`src/hw/kpl_pkg.sv`:
```
// Shared constants, types and helpers for the keypad password lock
package kpl_pkg;
  // Timing
  localparam longint CLK_HZ     = 100_000_000;
  localparam longint UNLOCK_S   = 300;                        // Five minutes
  localparam longint UNLOCK_CYC = UNLOCK_S * CLK_HZ;
  localparam longint MSG_MS     = 500;                        // One message flash
  localparam longint MSG_CYC    = (MSG_MS * CLK_HZ) / 1000;
  localparam int     TMR_W      = 36;

  // Function numbers, BCD
  localparam logic [11:0] FUNC_ZERO  = 12'h000;
  localparam logic [11:0] FUNC_FIRST = 12'h001;               // first_function_entry
  localparam logic [11:0] FUNC_PW    = 12'h070;               // password_lock_function
  localparam logic [11:0] FUNC_DEF   = 12'h071;               // factory_default_function

  // Values, BCD
  localparam logic [15:0] VAL_ZERO = 16'h0000;
  localparam logic [15:0] PW_MAX   = 16'h0999;
  localparam logic [15:0] CODE_KEY = 16'h3552;               // Code of the zero password

  // Reset values and cursor limits
  localparam logic [1:0]  CUR_RST      = 2'h0;
  localparam logic [1:0]  CUR_MAX_FUNC = 2'h2;
  localparam logic [1:0]  CUR_MAX_VAL  = 2'h3;

  typedef enum logic [3:0] {
    ST_STATUS = 4'h1,
    ST_FUNC   = 4'h2,
    ST_VALUE  = 4'h4,
    ST_MSG    = 4'h8
  } kpl_state_type;

  typedef enum logic [2:0] {
    DISP_STATUS = 3'h0,
    DISP_FUNC   = 3'h1,
    DISP_VALUE  = 3'h2,
    DISP_END    = 3'h3,
    DISP_PASS   = 3'h4,
    DISP_ERR    = 3'h5
  } kpl_disp_type;

  // One decimal digit up or down, wrapping 9 <-> 0
  function automatic logic [3:0] kpl_bcd_step(input logic [3:0] d, input logic up);
    if (up) begin
      return (d >= 4'h9) ? 4'h0 : d + 4'h1;
    end
    return (d == 4'h0 || d > 4'h9) ? 4'h9 : d - 4'h1;
  endfunction

  // Hides a password: each digit offset by the matching digit of CODE_KEY
  function automatic logic [15:0] kpl_encode(input logic [15:0] pw);
    logic [15:0] r;
    r = VAL_ZERO;
    for (int i = 0; i < 4; i++) begin
      r[i*4 +: 4] = kpl_bcd_step(pw[i*4 +: 4], 1'b1);
      for (int k = 1; k < 10; k++) begin
        if (k < CODE_KEY[i*4 +: 4] + 1) begin
          r[i*4 +: 4] = (k == 1) ? pw[i*4 +: 4] : r[i*4 +: 4];
        end
      end
      for (int k = 0; k < 10; k++) begin
        if (k < CODE_KEY[i*4 +: 4]) begin
          r[i*4 +: 4] = kpl_bcd_step(r[i*4 +: 4], 1'b1);
        end
      end
    end
    return r;
  endfunction
endpackage

```
`src/hw/kpl_bcd_edit.sv`:
```
// Digit editor: steps the digit under the cursor of a BCD value
module kpl_bcd_edit (
  input  wire logic [15:0] value,
  input  wire logic [1:0]  cursor,
  input  wire logic        up,
  input  wire logic        down,
  input  wire logic        is_func,
  output logic      [15:0] result
);
  import kpl_pkg::*;

  // Other digits pass untouched; a function code of zero is refused
  always_comb begin
    logic [15:0] t;
    t = value;
    if (up || down) begin
      t[cursor*4 +: 4] = kpl_bcd_step(value[cursor*4 +: 4], up);
    end
    if (is_func && t[11:0] == FUNC_ZERO) begin
      t = value;
    end
    result = t;
  end
endmodule

```
`src/hw/kpl_lock.sv`:
```
// Keypad function selection with password parameter lock
// What this block does
// - Fn from status first shows function one
// - Left moves cursor left, right moves back
// - Function code never becomes all zeros
// - Password function shows 3552 when none stored
// - First arrow clears code, then shows entry
// - Stored password shows code other than 3552
// - Password accepted only from 0000 to 0999
// - New password flashes End, back to function
// - Locked: match flashes Pass, else Err
// - Stored password shown only in encoded form
// - Factory defaults leave password untouched
// - Committing 0000 disables password and lock
// - Locked commits outside the password function are refused with Err
// - Unlock lasts five minutes, renewed by keys
module kpl_lock #(
  parameter logic [kpl_pkg::TMR_W-1:0] UNLOCK_CYCLES = kpl_pkg::TMR_W'(kpl_pkg::UNLOCK_CYC),
  parameter logic [kpl_pkg::TMR_W-1:0] MSG_CYCLES    = kpl_pkg::TMR_W'(kpl_pkg::MSG_CYC)
) (
  input  wire logic                 CLK_SYS,
  input  wire logic                 RSTN,
  input  wire logic                 KEY_FUNC_SELECT,
  input  wire logic                 KEY_UP,
  input  wire logic                 KEY_DOWN,
  input  wire logic                 KEY_LEFT,
  input  wire logic                 KEY_RIGHT,
  input  wire logic                 KEY_ENTER,
  input  wire logic [15:0]          PARAM_RDATA,
  output kpl_pkg::kpl_disp_type     DISP_MODE,
  output logic      [15:0]          DISP_DIGITS,
  output logic      [1:0]           DISP_CURSOR,
  output logic      [11:0]          FUNC_NUM,
  output logic                      PARAM_WR,
  output logic      [15:0]          PARAM_WDATA,
  output logic                      DEFAULTS_REQ,
  output logic                      LOCKED
);
  import kpl_pkg::*;

  kpl_state_type      state;
  kpl_disp_type       msg;
  kpl_disp_type       next_msg;
  logic [11:0]        func;
  logic               fn_seen;
  logic [15:0]        val;
  logic               show_code;
  logic [1:0]         cursor;
  logic [15:0]        pw;
  logic               pw_set;
  logic [TMR_W-1:0]   unlock_cnt;
  logic [TMR_W-1:0]   msg_cnt;
  logic [15:0]        next_func;
  logic [15:0]        next_val;
  logic [15:0]        entry;
  logic               any_key;
  logic               arrow;
  logic               locked;
  logic               is_pw;
  logic               commit;
  logic               do_pw;
  logic               do_unlock;
  logic               do_wr;
  logic               do_def;

  // Key classes and lock state
  assign arrow   = KEY_UP || KEY_DOWN || KEY_LEFT || KEY_RIGHT;
  assign any_key = arrow || KEY_FUNC_SELECT || KEY_ENTER;
  assign locked  = pw_set && (unlock_cnt == '0);
  assign is_pw   = (func == FUNC_PW);
  assign commit  = (state == ST_VALUE) && KEY_ENTER && !KEY_FUNC_SELECT; // Fn outranks enter
  // An untouched code screen counts as an entry of zero
  assign entry   = show_code ? VAL_ZERO : val;

  // Digit editors for the function code and for the value
  kpl_bcd_edit u_func_edit (
    .value   ({4'h0, func}),
    .cursor  (cursor),
    .up      (KEY_UP),
    .down    (KEY_DOWN),
    .is_func (1'b1),
    .result  (next_func)
  );

  kpl_bcd_edit u_val_edit (
    .value   (val),
    .cursor  (cursor),
    .up      (KEY_UP),
    .down    (KEY_DOWN),
    .is_func (1'b0),
    .result  (next_val)
  );

  // Verdict on a read/enter in the value screen
  always_comb begin
    next_msg  = DISP_END;
    do_pw     = 1'b0;
    do_unlock = 1'b0;
    do_wr     = 1'b0;
    do_def    = 1'b0;
    if (is_pw) begin
      if (locked) begin
        if (entry == pw) begin
          do_unlock = 1'b1;
          next_msg  = DISP_PASS;
        end else begin
          next_msg  = DISP_ERR;
        end
      end else if (entry > PW_MAX) begin
        next_msg = DISP_ERR;
      end else begin
        do_pw = 1'b1;
      end
    end else if (locked) begin
      next_msg = DISP_ERR;
    end else if (func == FUNC_DEF) begin
      do_def = 1'b1;
    end else begin
      do_wr = 1'b1;
    end
  end

  // Screen sequencing; Fn backs out one level from function and value screens
  always_ff @(posedge CLK_SYS) begin
    if (!RSTN) begin
      state <= ST_STATUS;
    end else begin
      case (state)
        ST_STATUS: if (KEY_FUNC_SELECT) state <= ST_FUNC;
        ST_FUNC: begin
          if (KEY_FUNC_SELECT) begin
            state <= ST_STATUS;
          end else if (KEY_ENTER) begin
            state <= ST_VALUE;
          end
        end
        ST_VALUE: begin
          if (KEY_FUNC_SELECT) begin
            state <= ST_FUNC;
          end else if (KEY_ENTER) begin
            state <= ST_MSG;
          end
        end
        ST_MSG: if (msg_cnt == '0) state <= ST_FUNC;
        default: state <= ST_STATUS;
      endcase
    end
  end

  // Message flash timer; screen sequencing ignores keys while it runs
  always_ff @(posedge CLK_SYS) begin
    if (!RSTN) begin
      msg_cnt <= '0;
      msg     <= DISP_END;
    end else if (commit) begin
      msg_cnt <= MSG_CYCLES - 1'b1;
      msg     <= next_msg;
    end else if (state == ST_MSG && msg_cnt != '0) begin
      msg_cnt <= msg_cnt - 1'b1;
    end
  end

  // Function number; kept across status visits; Fn and enter outrank arrows
  always_ff @(posedge CLK_SYS) begin
    if (!RSTN) begin
      func    <= FUNC_FIRST;
      fn_seen <= 1'b0;
    end else if (state == ST_STATUS && KEY_FUNC_SELECT && !fn_seen) begin
      func    <= FUNC_FIRST;
      fn_seen <= 1'b1;
    end else if (state == ST_FUNC && !KEY_FUNC_SELECT && !KEY_ENTER && (KEY_UP || KEY_DOWN)) begin
      func <= next_func[11:0];
    end
  end

  // Cursor, shared by both edit screens
  always_ff @(posedge CLK_SYS) begin
    if (!RSTN) begin
      cursor <= CUR_RST;
    end else if (KEY_FUNC_SELECT || KEY_ENTER) begin
      cursor <= CUR_RST;
    end else if (state == ST_FUNC || (state == ST_VALUE && !show_code)) begin
      if (KEY_LEFT && cursor != ((state == ST_FUNC) ? CUR_MAX_FUNC : CUR_MAX_VAL)) begin
        cursor <= cursor + 2'h1;
      end else if (KEY_RIGHT && cursor != CUR_RST) begin
        cursor <= cursor - 2'h1;
      end
    end
  end

  // Value under edit; the password is only ever loaded encoded
  always_ff @(posedge CLK_SYS) begin
    if (!RSTN) begin
      val       <= VAL_ZERO;
      show_code <= 1'b0;
    end else if (state == ST_FUNC && KEY_ENTER && !KEY_FUNC_SELECT) begin
      val       <= is_pw ? kpl_encode(pw) : PARAM_RDATA;
      show_code <= is_pw;
    end else if (state == ST_VALUE && show_code && arrow) begin
      val       <= VAL_ZERO;
      show_code <= 1'b0;
    end else if (state == ST_VALUE && (KEY_UP || KEY_DOWN)) begin
      val <= next_val;
    end
  end

  // Stored password; the defaults request never touches it
  always_ff @(posedge CLK_SYS) begin
    if (!RSTN) begin
      pw     <= VAL_ZERO;
      pw_set <= 1'b0;
    end else if (commit && do_pw) begin
      pw     <= entry;
      pw_set <= (entry != VAL_ZERO);
    end
  end

  // Unlock window, renewed by every key while open
  always_ff @(posedge CLK_SYS) begin
    if (!RSTN) begin
      unlock_cnt <= '0;
    end else if (commit && do_unlock) begin
      unlock_cnt <= UNLOCK_CYCLES;
    end else if (unlock_cnt != '0) begin
      unlock_cnt <= any_key ? UNLOCK_CYCLES : unlock_cnt - 1'b1;
    end
  end

  // Registered outputs, one cycle behind the internal state
  always_ff @(posedge CLK_SYS) begin
    if (!RSTN) begin
      DISP_MODE    <= DISP_STATUS;
      DISP_DIGITS  <= VAL_ZERO;
      DISP_CURSOR  <= CUR_RST;
      FUNC_NUM     <= FUNC_FIRST;
      PARAM_WR     <= 1'b0;
      PARAM_WDATA  <= VAL_ZERO;
      DEFAULTS_REQ <= 1'b0;
      LOCKED       <= 1'b0;
    end else begin
      case (state)
        ST_FUNC:  DISP_MODE <= DISP_FUNC;
        ST_VALUE: DISP_MODE <= DISP_VALUE;
        ST_MSG:   DISP_MODE <= msg;
        default:  DISP_MODE <= DISP_STATUS;
      endcase
      DISP_DIGITS  <= (state == ST_VALUE) ? val : {4'h0, func};
      DISP_CURSOR  <= cursor;
      FUNC_NUM     <= func;
      PARAM_WR     <= commit && do_wr;
      PARAM_WDATA  <= val;
      DEFAULTS_REQ <= commit && do_def;
      LOCKED       <= locked;
    end
  end
endmodule

```
`config.mk`:
```
export PLATFORM = sky130hd
export DESIGN_NAME = kpl_lock
export DESIGN_NICKNAME = d
export VERILOG_FILES = /design/src/hw/kpl_pkg.sv /design/src/hw/kpl_bcd_edit.sv /design/src/hw/kpl_lock.sv
export SDC_FILE = /design/constraint.sdc
export NUM_CORES = 1
export LEC_CHECK = 0
export ABC_AREA = 0
export BUFFER_PORTS_ARGS = -buffer_cell sky130_fd_sc_hd__buf_2
export CAP_MARGIN = 20
export CORE_MARGIN = 2
export CORE_UTILIZATION = 66
export DETAILED_ROUTE_END_ITERATION = 8
export PLACE_DENSITY_LB_ADDON = 0.3
export RECOVER_POWER = 25
export SYNTH_ARGS = -nofsm -noshare
export SYNTH_HDL_FRONTEND = slang
export SYNTH_SLANG_ARGS = --single-unit
```
`constraint.sdc`:
```
create_clock -name CLK_SYS -period 11.9 [get_ports CLK_SYS]
set_input_delay 1.785 -clock CLK_SYS [delete_from_list [all_inputs] [get_ports CLK_SYS]]
set_output_delay 1.785 -clock CLK_SYS [all_outputs]
set_load 0.02 [all_outputs]
```
==> flow_metrics.env <==
export IMPL_critical_path_max_stage_delay_ns=0.44
export IMPL_worstSetupStartpoint="pw[9]"
export IMPL_start_util_pct=66.9
export IMPL_worstSetupPathDepth=26
export IMPL_final_max_slew_violation_count=51
export IMPL_outcome="complete, but fails checks"
export IMPL_syn_area_per_cell_sq_um=8.26
export IMPL_drtAntennaViolNets=0
export IMPL_grt_first_pass_wirelength_um=43100
export IMPL_power_density_nw_per_um2=107
export IMPL_worst_endpoint_arrival_ns=5.84
export IMPL_multiInputGateArea_sq_um=6410
export IMPL_cp_end_kind="register"
export IMPL_vias=9633
export IMPL_drt_drc_violations_left=0
export IMPL_clk_root_buffer_cell="sky130_fd_sc_hd__clkbuf_16"
export IMPL_syn_num_nets=1350
export IMPL_grt_pass1_vias=8858
export IMPL_unrepaired_setup_endpoints_after_global_routing="false"
export IMPL_area_growth_synth_to_final_pct=8.96
export IMPL_mappedNetlistArea_sq_um=10500
export IMPL_number_of_antenna_violations_at_the_first_check_in_global_routing=2
export IMPL_cp_startpoint_kind="register"
export IMPL_required_ns=12.27
export IMPL_cts_repair_resize_count=0
export IMPL_ctsLongestPathBuffers=2
export IMPL_total_power_w=0.00122
export IMPL_routed_wire_length_um=26800
export IMPL_ff2ff_setup_slack_ns=6.43
export IMPL_cts_sinks=180
export IMPL_final_worst_path_cycle_share_pct=46.0
export IMPL_path_max_fanout=7
export IMPL_max_cap_violations=1
export IMPL_synth_cells=1272
export IMPL_ys_top_cells_by_count="180 x sky130_fd_sc_hd__dfxtp_1, 126 x sky130_fd_sc_hd__nor2_1, 107 x sky130_fd_sc_hd__nand2_1"
export IMPL_io_pins=76
export IMPL_worst_slew_pin_slew_ns=2.09
export IMPL_startpoint_of_the_worst_slack_reg_to_reg_timing_path="pw[9]"
export IMPL_n_antenna_cell=0
export IMPL_place_detailed_instances=1504
export IMPL_fp_dieW_um=130
export IMPL_synth_async_reset_ratio_pct=0
export IMPL_cellLeakagePower_nw=4.37
export IMPL_layout_nets=1385
export IMPL_synth_area_leader_cell="sky130_fd_sc_hd__dfxtp_1"
export IMPL_detail_route_iter0_violations=951
export IMPL_cts_buffers=17
export IMPL_synth_most_common_cell="sky130_fd_sc_hd__dfxtp_1"
export IMPL_relSlewSlack_pct=-39.2
export IMPL_share_of_final_layout_standard_cells_stronger_than_drive_strength_1_pct=10.5
export IMPL_finClkSkew_ns=0.00954
export IMPL_violations="max-capacitance violations, max-slew violations"
export IMPL_postSynthRegisterBits=180
export IMPL_timing_critical_path_buf_inv=4
export IMPL_worst_hold_check_slack_ns=0.470
export IMPL_crit_reg2reg_capture="val[9]"
export IMPL_gp_congestion=0.951
export IMPL_design_die_area_sq_um=16900
export IMPL_sequential_cell_area_sq_um=3600
export IMPL_cp_endpoint="val[9]"
export IMPL_insertion_delay_ns=0.44
export IMPL_finish_cell_count_without_fillers=1534
export IMPL_port_buffers=75
export IMPL_critical_path_s_slowest_cell="sky130_fd_sc_hd__dfxtp_1"
export IMPL_die_boundary_height_um=130
export IMPL_global_route_overflow_total=0
export IMPL_final_period_minus_worst_setup_slack_ns=5.47
export IMPL_wl_per_cell_um=17.4
export IMPL_yosys_cell_types_count=100
export IMPL_yosys_warnings=0
export IMPL_critical_path_top_delay_family="simple AND/OR/NAND/NOR gates"
export IMPL_crit_top_cell="sky130_fd_sc_hd__ha_1"
export IMPL_totalNegativeSetupSlack_ns=0
export IMPL_std_cell_rows=46
export IMPL_ir_worst_vdd_uv=107
export IMPL_yosysSeqAreaShare_pct=34.3
export IMPL_fillers=1271
export IMPL_synth_top_cell_area_share_pct=34.3
export IMPL_cts_hold_buffers_added=0
export IMPL_tritoncts="done"
export IMPL_final_util_pct=72.9
export IMPL_most_frequently_used_flop_master_after_synthesis="sky130_fd_sc_hd__dfxtp_1"
export IMPL_dominant_cells_by_area_after_synthesis="sky130_fd_sc_hd__dfxtp_1 34%, sky130_fd_sc_hd__ha_1 6.4%, sky130_fd_sc_hd__xnor2_1 4.9%"
export IMPL_fmax_ghz=0.183
export IMPL_worstSetupPathType="register to register"
export IMPL_core_sq_um=15700
export IMPL_post_cts_setup_buffer_count=0
export IMPL_clk_pin_slew_ns=0.07
export IMPL_final_number_of_hold_violating_endpoints=0
export IMPL_final_setup_viol_count=0
export IMPL_grtUsageTotal_pct=31.9
export IMPL_vias_per_cell=6.28
export IMPL_dp_hpwl_um=18500
export IMPL_grt_start_max_net_pins=80
export IMPL_min_path_type="register to register"
export IMPL_drtPass1Iterations=6
export IMPL_cts_max_level=4
export IMPL_number_of_flops_mapped_to_enable_cells_by_yosys=0
export IMPL_worst_r2r_path_depth=26
layer usage:
metal	share of wire [%]	track usage [%]	routed length, um
met1	42	41.2	11300
met2	46	51.1	12300
met3	8.1	6.97	2160
met4	3.5	14.7	935
met5	0.030	0	8
worst register-to-register path, stage by stage (launching register included):
cell and delay, ns:
sky130_fd_sc_hd__dfxtp_1 0.44, sky130_fd_sc_hd__inv_1 0.11, sky130_fd_sc_hd__ha_1 0.19, sky130_fd_sc_hd__nand2b_1 0.14, sky130_fd_sc_hd__o21ai_0 0.26, sky130_fd_sc_hd__and2_1 0.20
sky130_fd_sc_hd__inv_1 0.06, sky130_fd_sc_hd__ha_1 0.20, sky130_fd_sc_hd__nand2b_1 0.16, sky130_fd_sc_hd__o31ai_1 0.28, sky130_fd_sc_hd__and2_1 0.19, sky130_fd_sc_hd__inv_1 0.07
sky130_fd_sc_hd__ha_1 0.19, sky130_fd_sc_hd__nand2b_1 0.19, sky130_fd_sc_hd__o211a_1 0.24, sky130_fd_sc_hd__a221oi_1 0.28, sky130_fd_sc_hd__nand2_1 0.15, sky130_fd_sc_hd__ha_1 0.23
sky130_fd_sc_hd__inv_1 0.09, sky130_fd_sc_hd__o311a_1 0.18, sky130_fd_sc_hd__nor2_1 0.05, sky130_fd_sc_hd__or2_2 0.32, sky130_fd_sc_hd__ha_1 0.20, sky130_fd_sc_hd__nor3b_1 0.41
sky130_fd_sc_hd__nor4bb_1 0.11, sky130_fd_sc_hd__a211o_1 0.32, sky130_fd_sc_hd__a21boi_0 0.15
where the power goes:
group	total (W)	switching [W]	internal [W]
combinational	0.0000610	0.0000385	0.0000225
clock	0.000547	0.000239	0.000308
sequential	0.000616	0.00000816	0.000608
total	0.00122	0.000286	0.000938
layout by cell type (no fill, tap or decap), drive strengths merged, types with 6 or more instances in the layout:
master and n:
xnor2 59, inv 61, a311oi 6, a21oi 102, nand2b 21, a211oi 8, o221ai 7, and3 13
nand3b 19, clkbuf 44, o211ai 7, nand3 26, nor2b 15, nor4bb 6, or4 15, o21ai 42
o311ai 7, buf 54, o21a 8, nor3 49, nand2 108, mux2i 6, nor4b 9, or2 10
xor2 23, ha 54, nor4 33, o22ai 9, a31oi 18, nand4 6, a221oi 6, nor2 128
and2 43, or3 18, a22oi 11, clkinv 7, o32ai 6, dfxtp 180
worst min-delay path by stage:
stage | from | end | slack [ns] | cells after the start
final | msg[2] | msg[2] | 0.47 | 1
after global routing | msg[2] | msg[2] | 0.50 | 1
after CTS | msg[2] | msg[2] | 0.47 | 1
after detailed placement | msg[2] | msg[2] | 0.46 | 1
after global placement | msg[1] | msg[1] | 0.44 | 2
after floorplan | msg[1] | msg[1] | 0.42 | 2
cell type report:
class,instances,share of cell area (%)
clock inverters,12,1.15
repair buffers,80,3.32
well taps,216,2.36
flip-flops and latches,180,31.5
multi-input cells,969,56.0
inverters,59,1.94
clock buffers,18,3.75
cell families (layout without fill, tap and decap cells):
family	after synthesis	count (layout)	share of synthesized area, %
fa+ha+maj	54	54	6.43
mux	10	10	1.46
simple gates	540	540	28.5
xor+xnor	82	82	6.83
buf+inv	123	169	4.74
flops	180	180	34.3
compound gates	283	283	17.8
per-stage QoR:
stage / instance area [sq um] / setup WS [ns]
floorplan: 10500 / 7.12
global placement: 10900 / 6.89
detailed placement: 10900 / 6.65
CTS: 11500 / 6.51
global route: 11500 / 6.01
finish: 11500 / 6.43
flip-flops by register name, indices dropped and copies added, names as in the netlist:
signal / flops
cursor: 2
DEFAULTS_REQ: 1
msg: 3
pw: 16
val: 16
pw_set: 1
msg_cnt: 36
unlock_cnt: 36
LOCKED: 1
PARAM_WR: 1
fn_seen: 1
func: 12
show_code: 1
DISP_DIGITS: 16
PARAM_WDATA: 16
state: 4
FUNC_NUM: 12
DISP_MODE: 3
DISP_CURSOR: 2
Power figures use the tool's default switching activity.
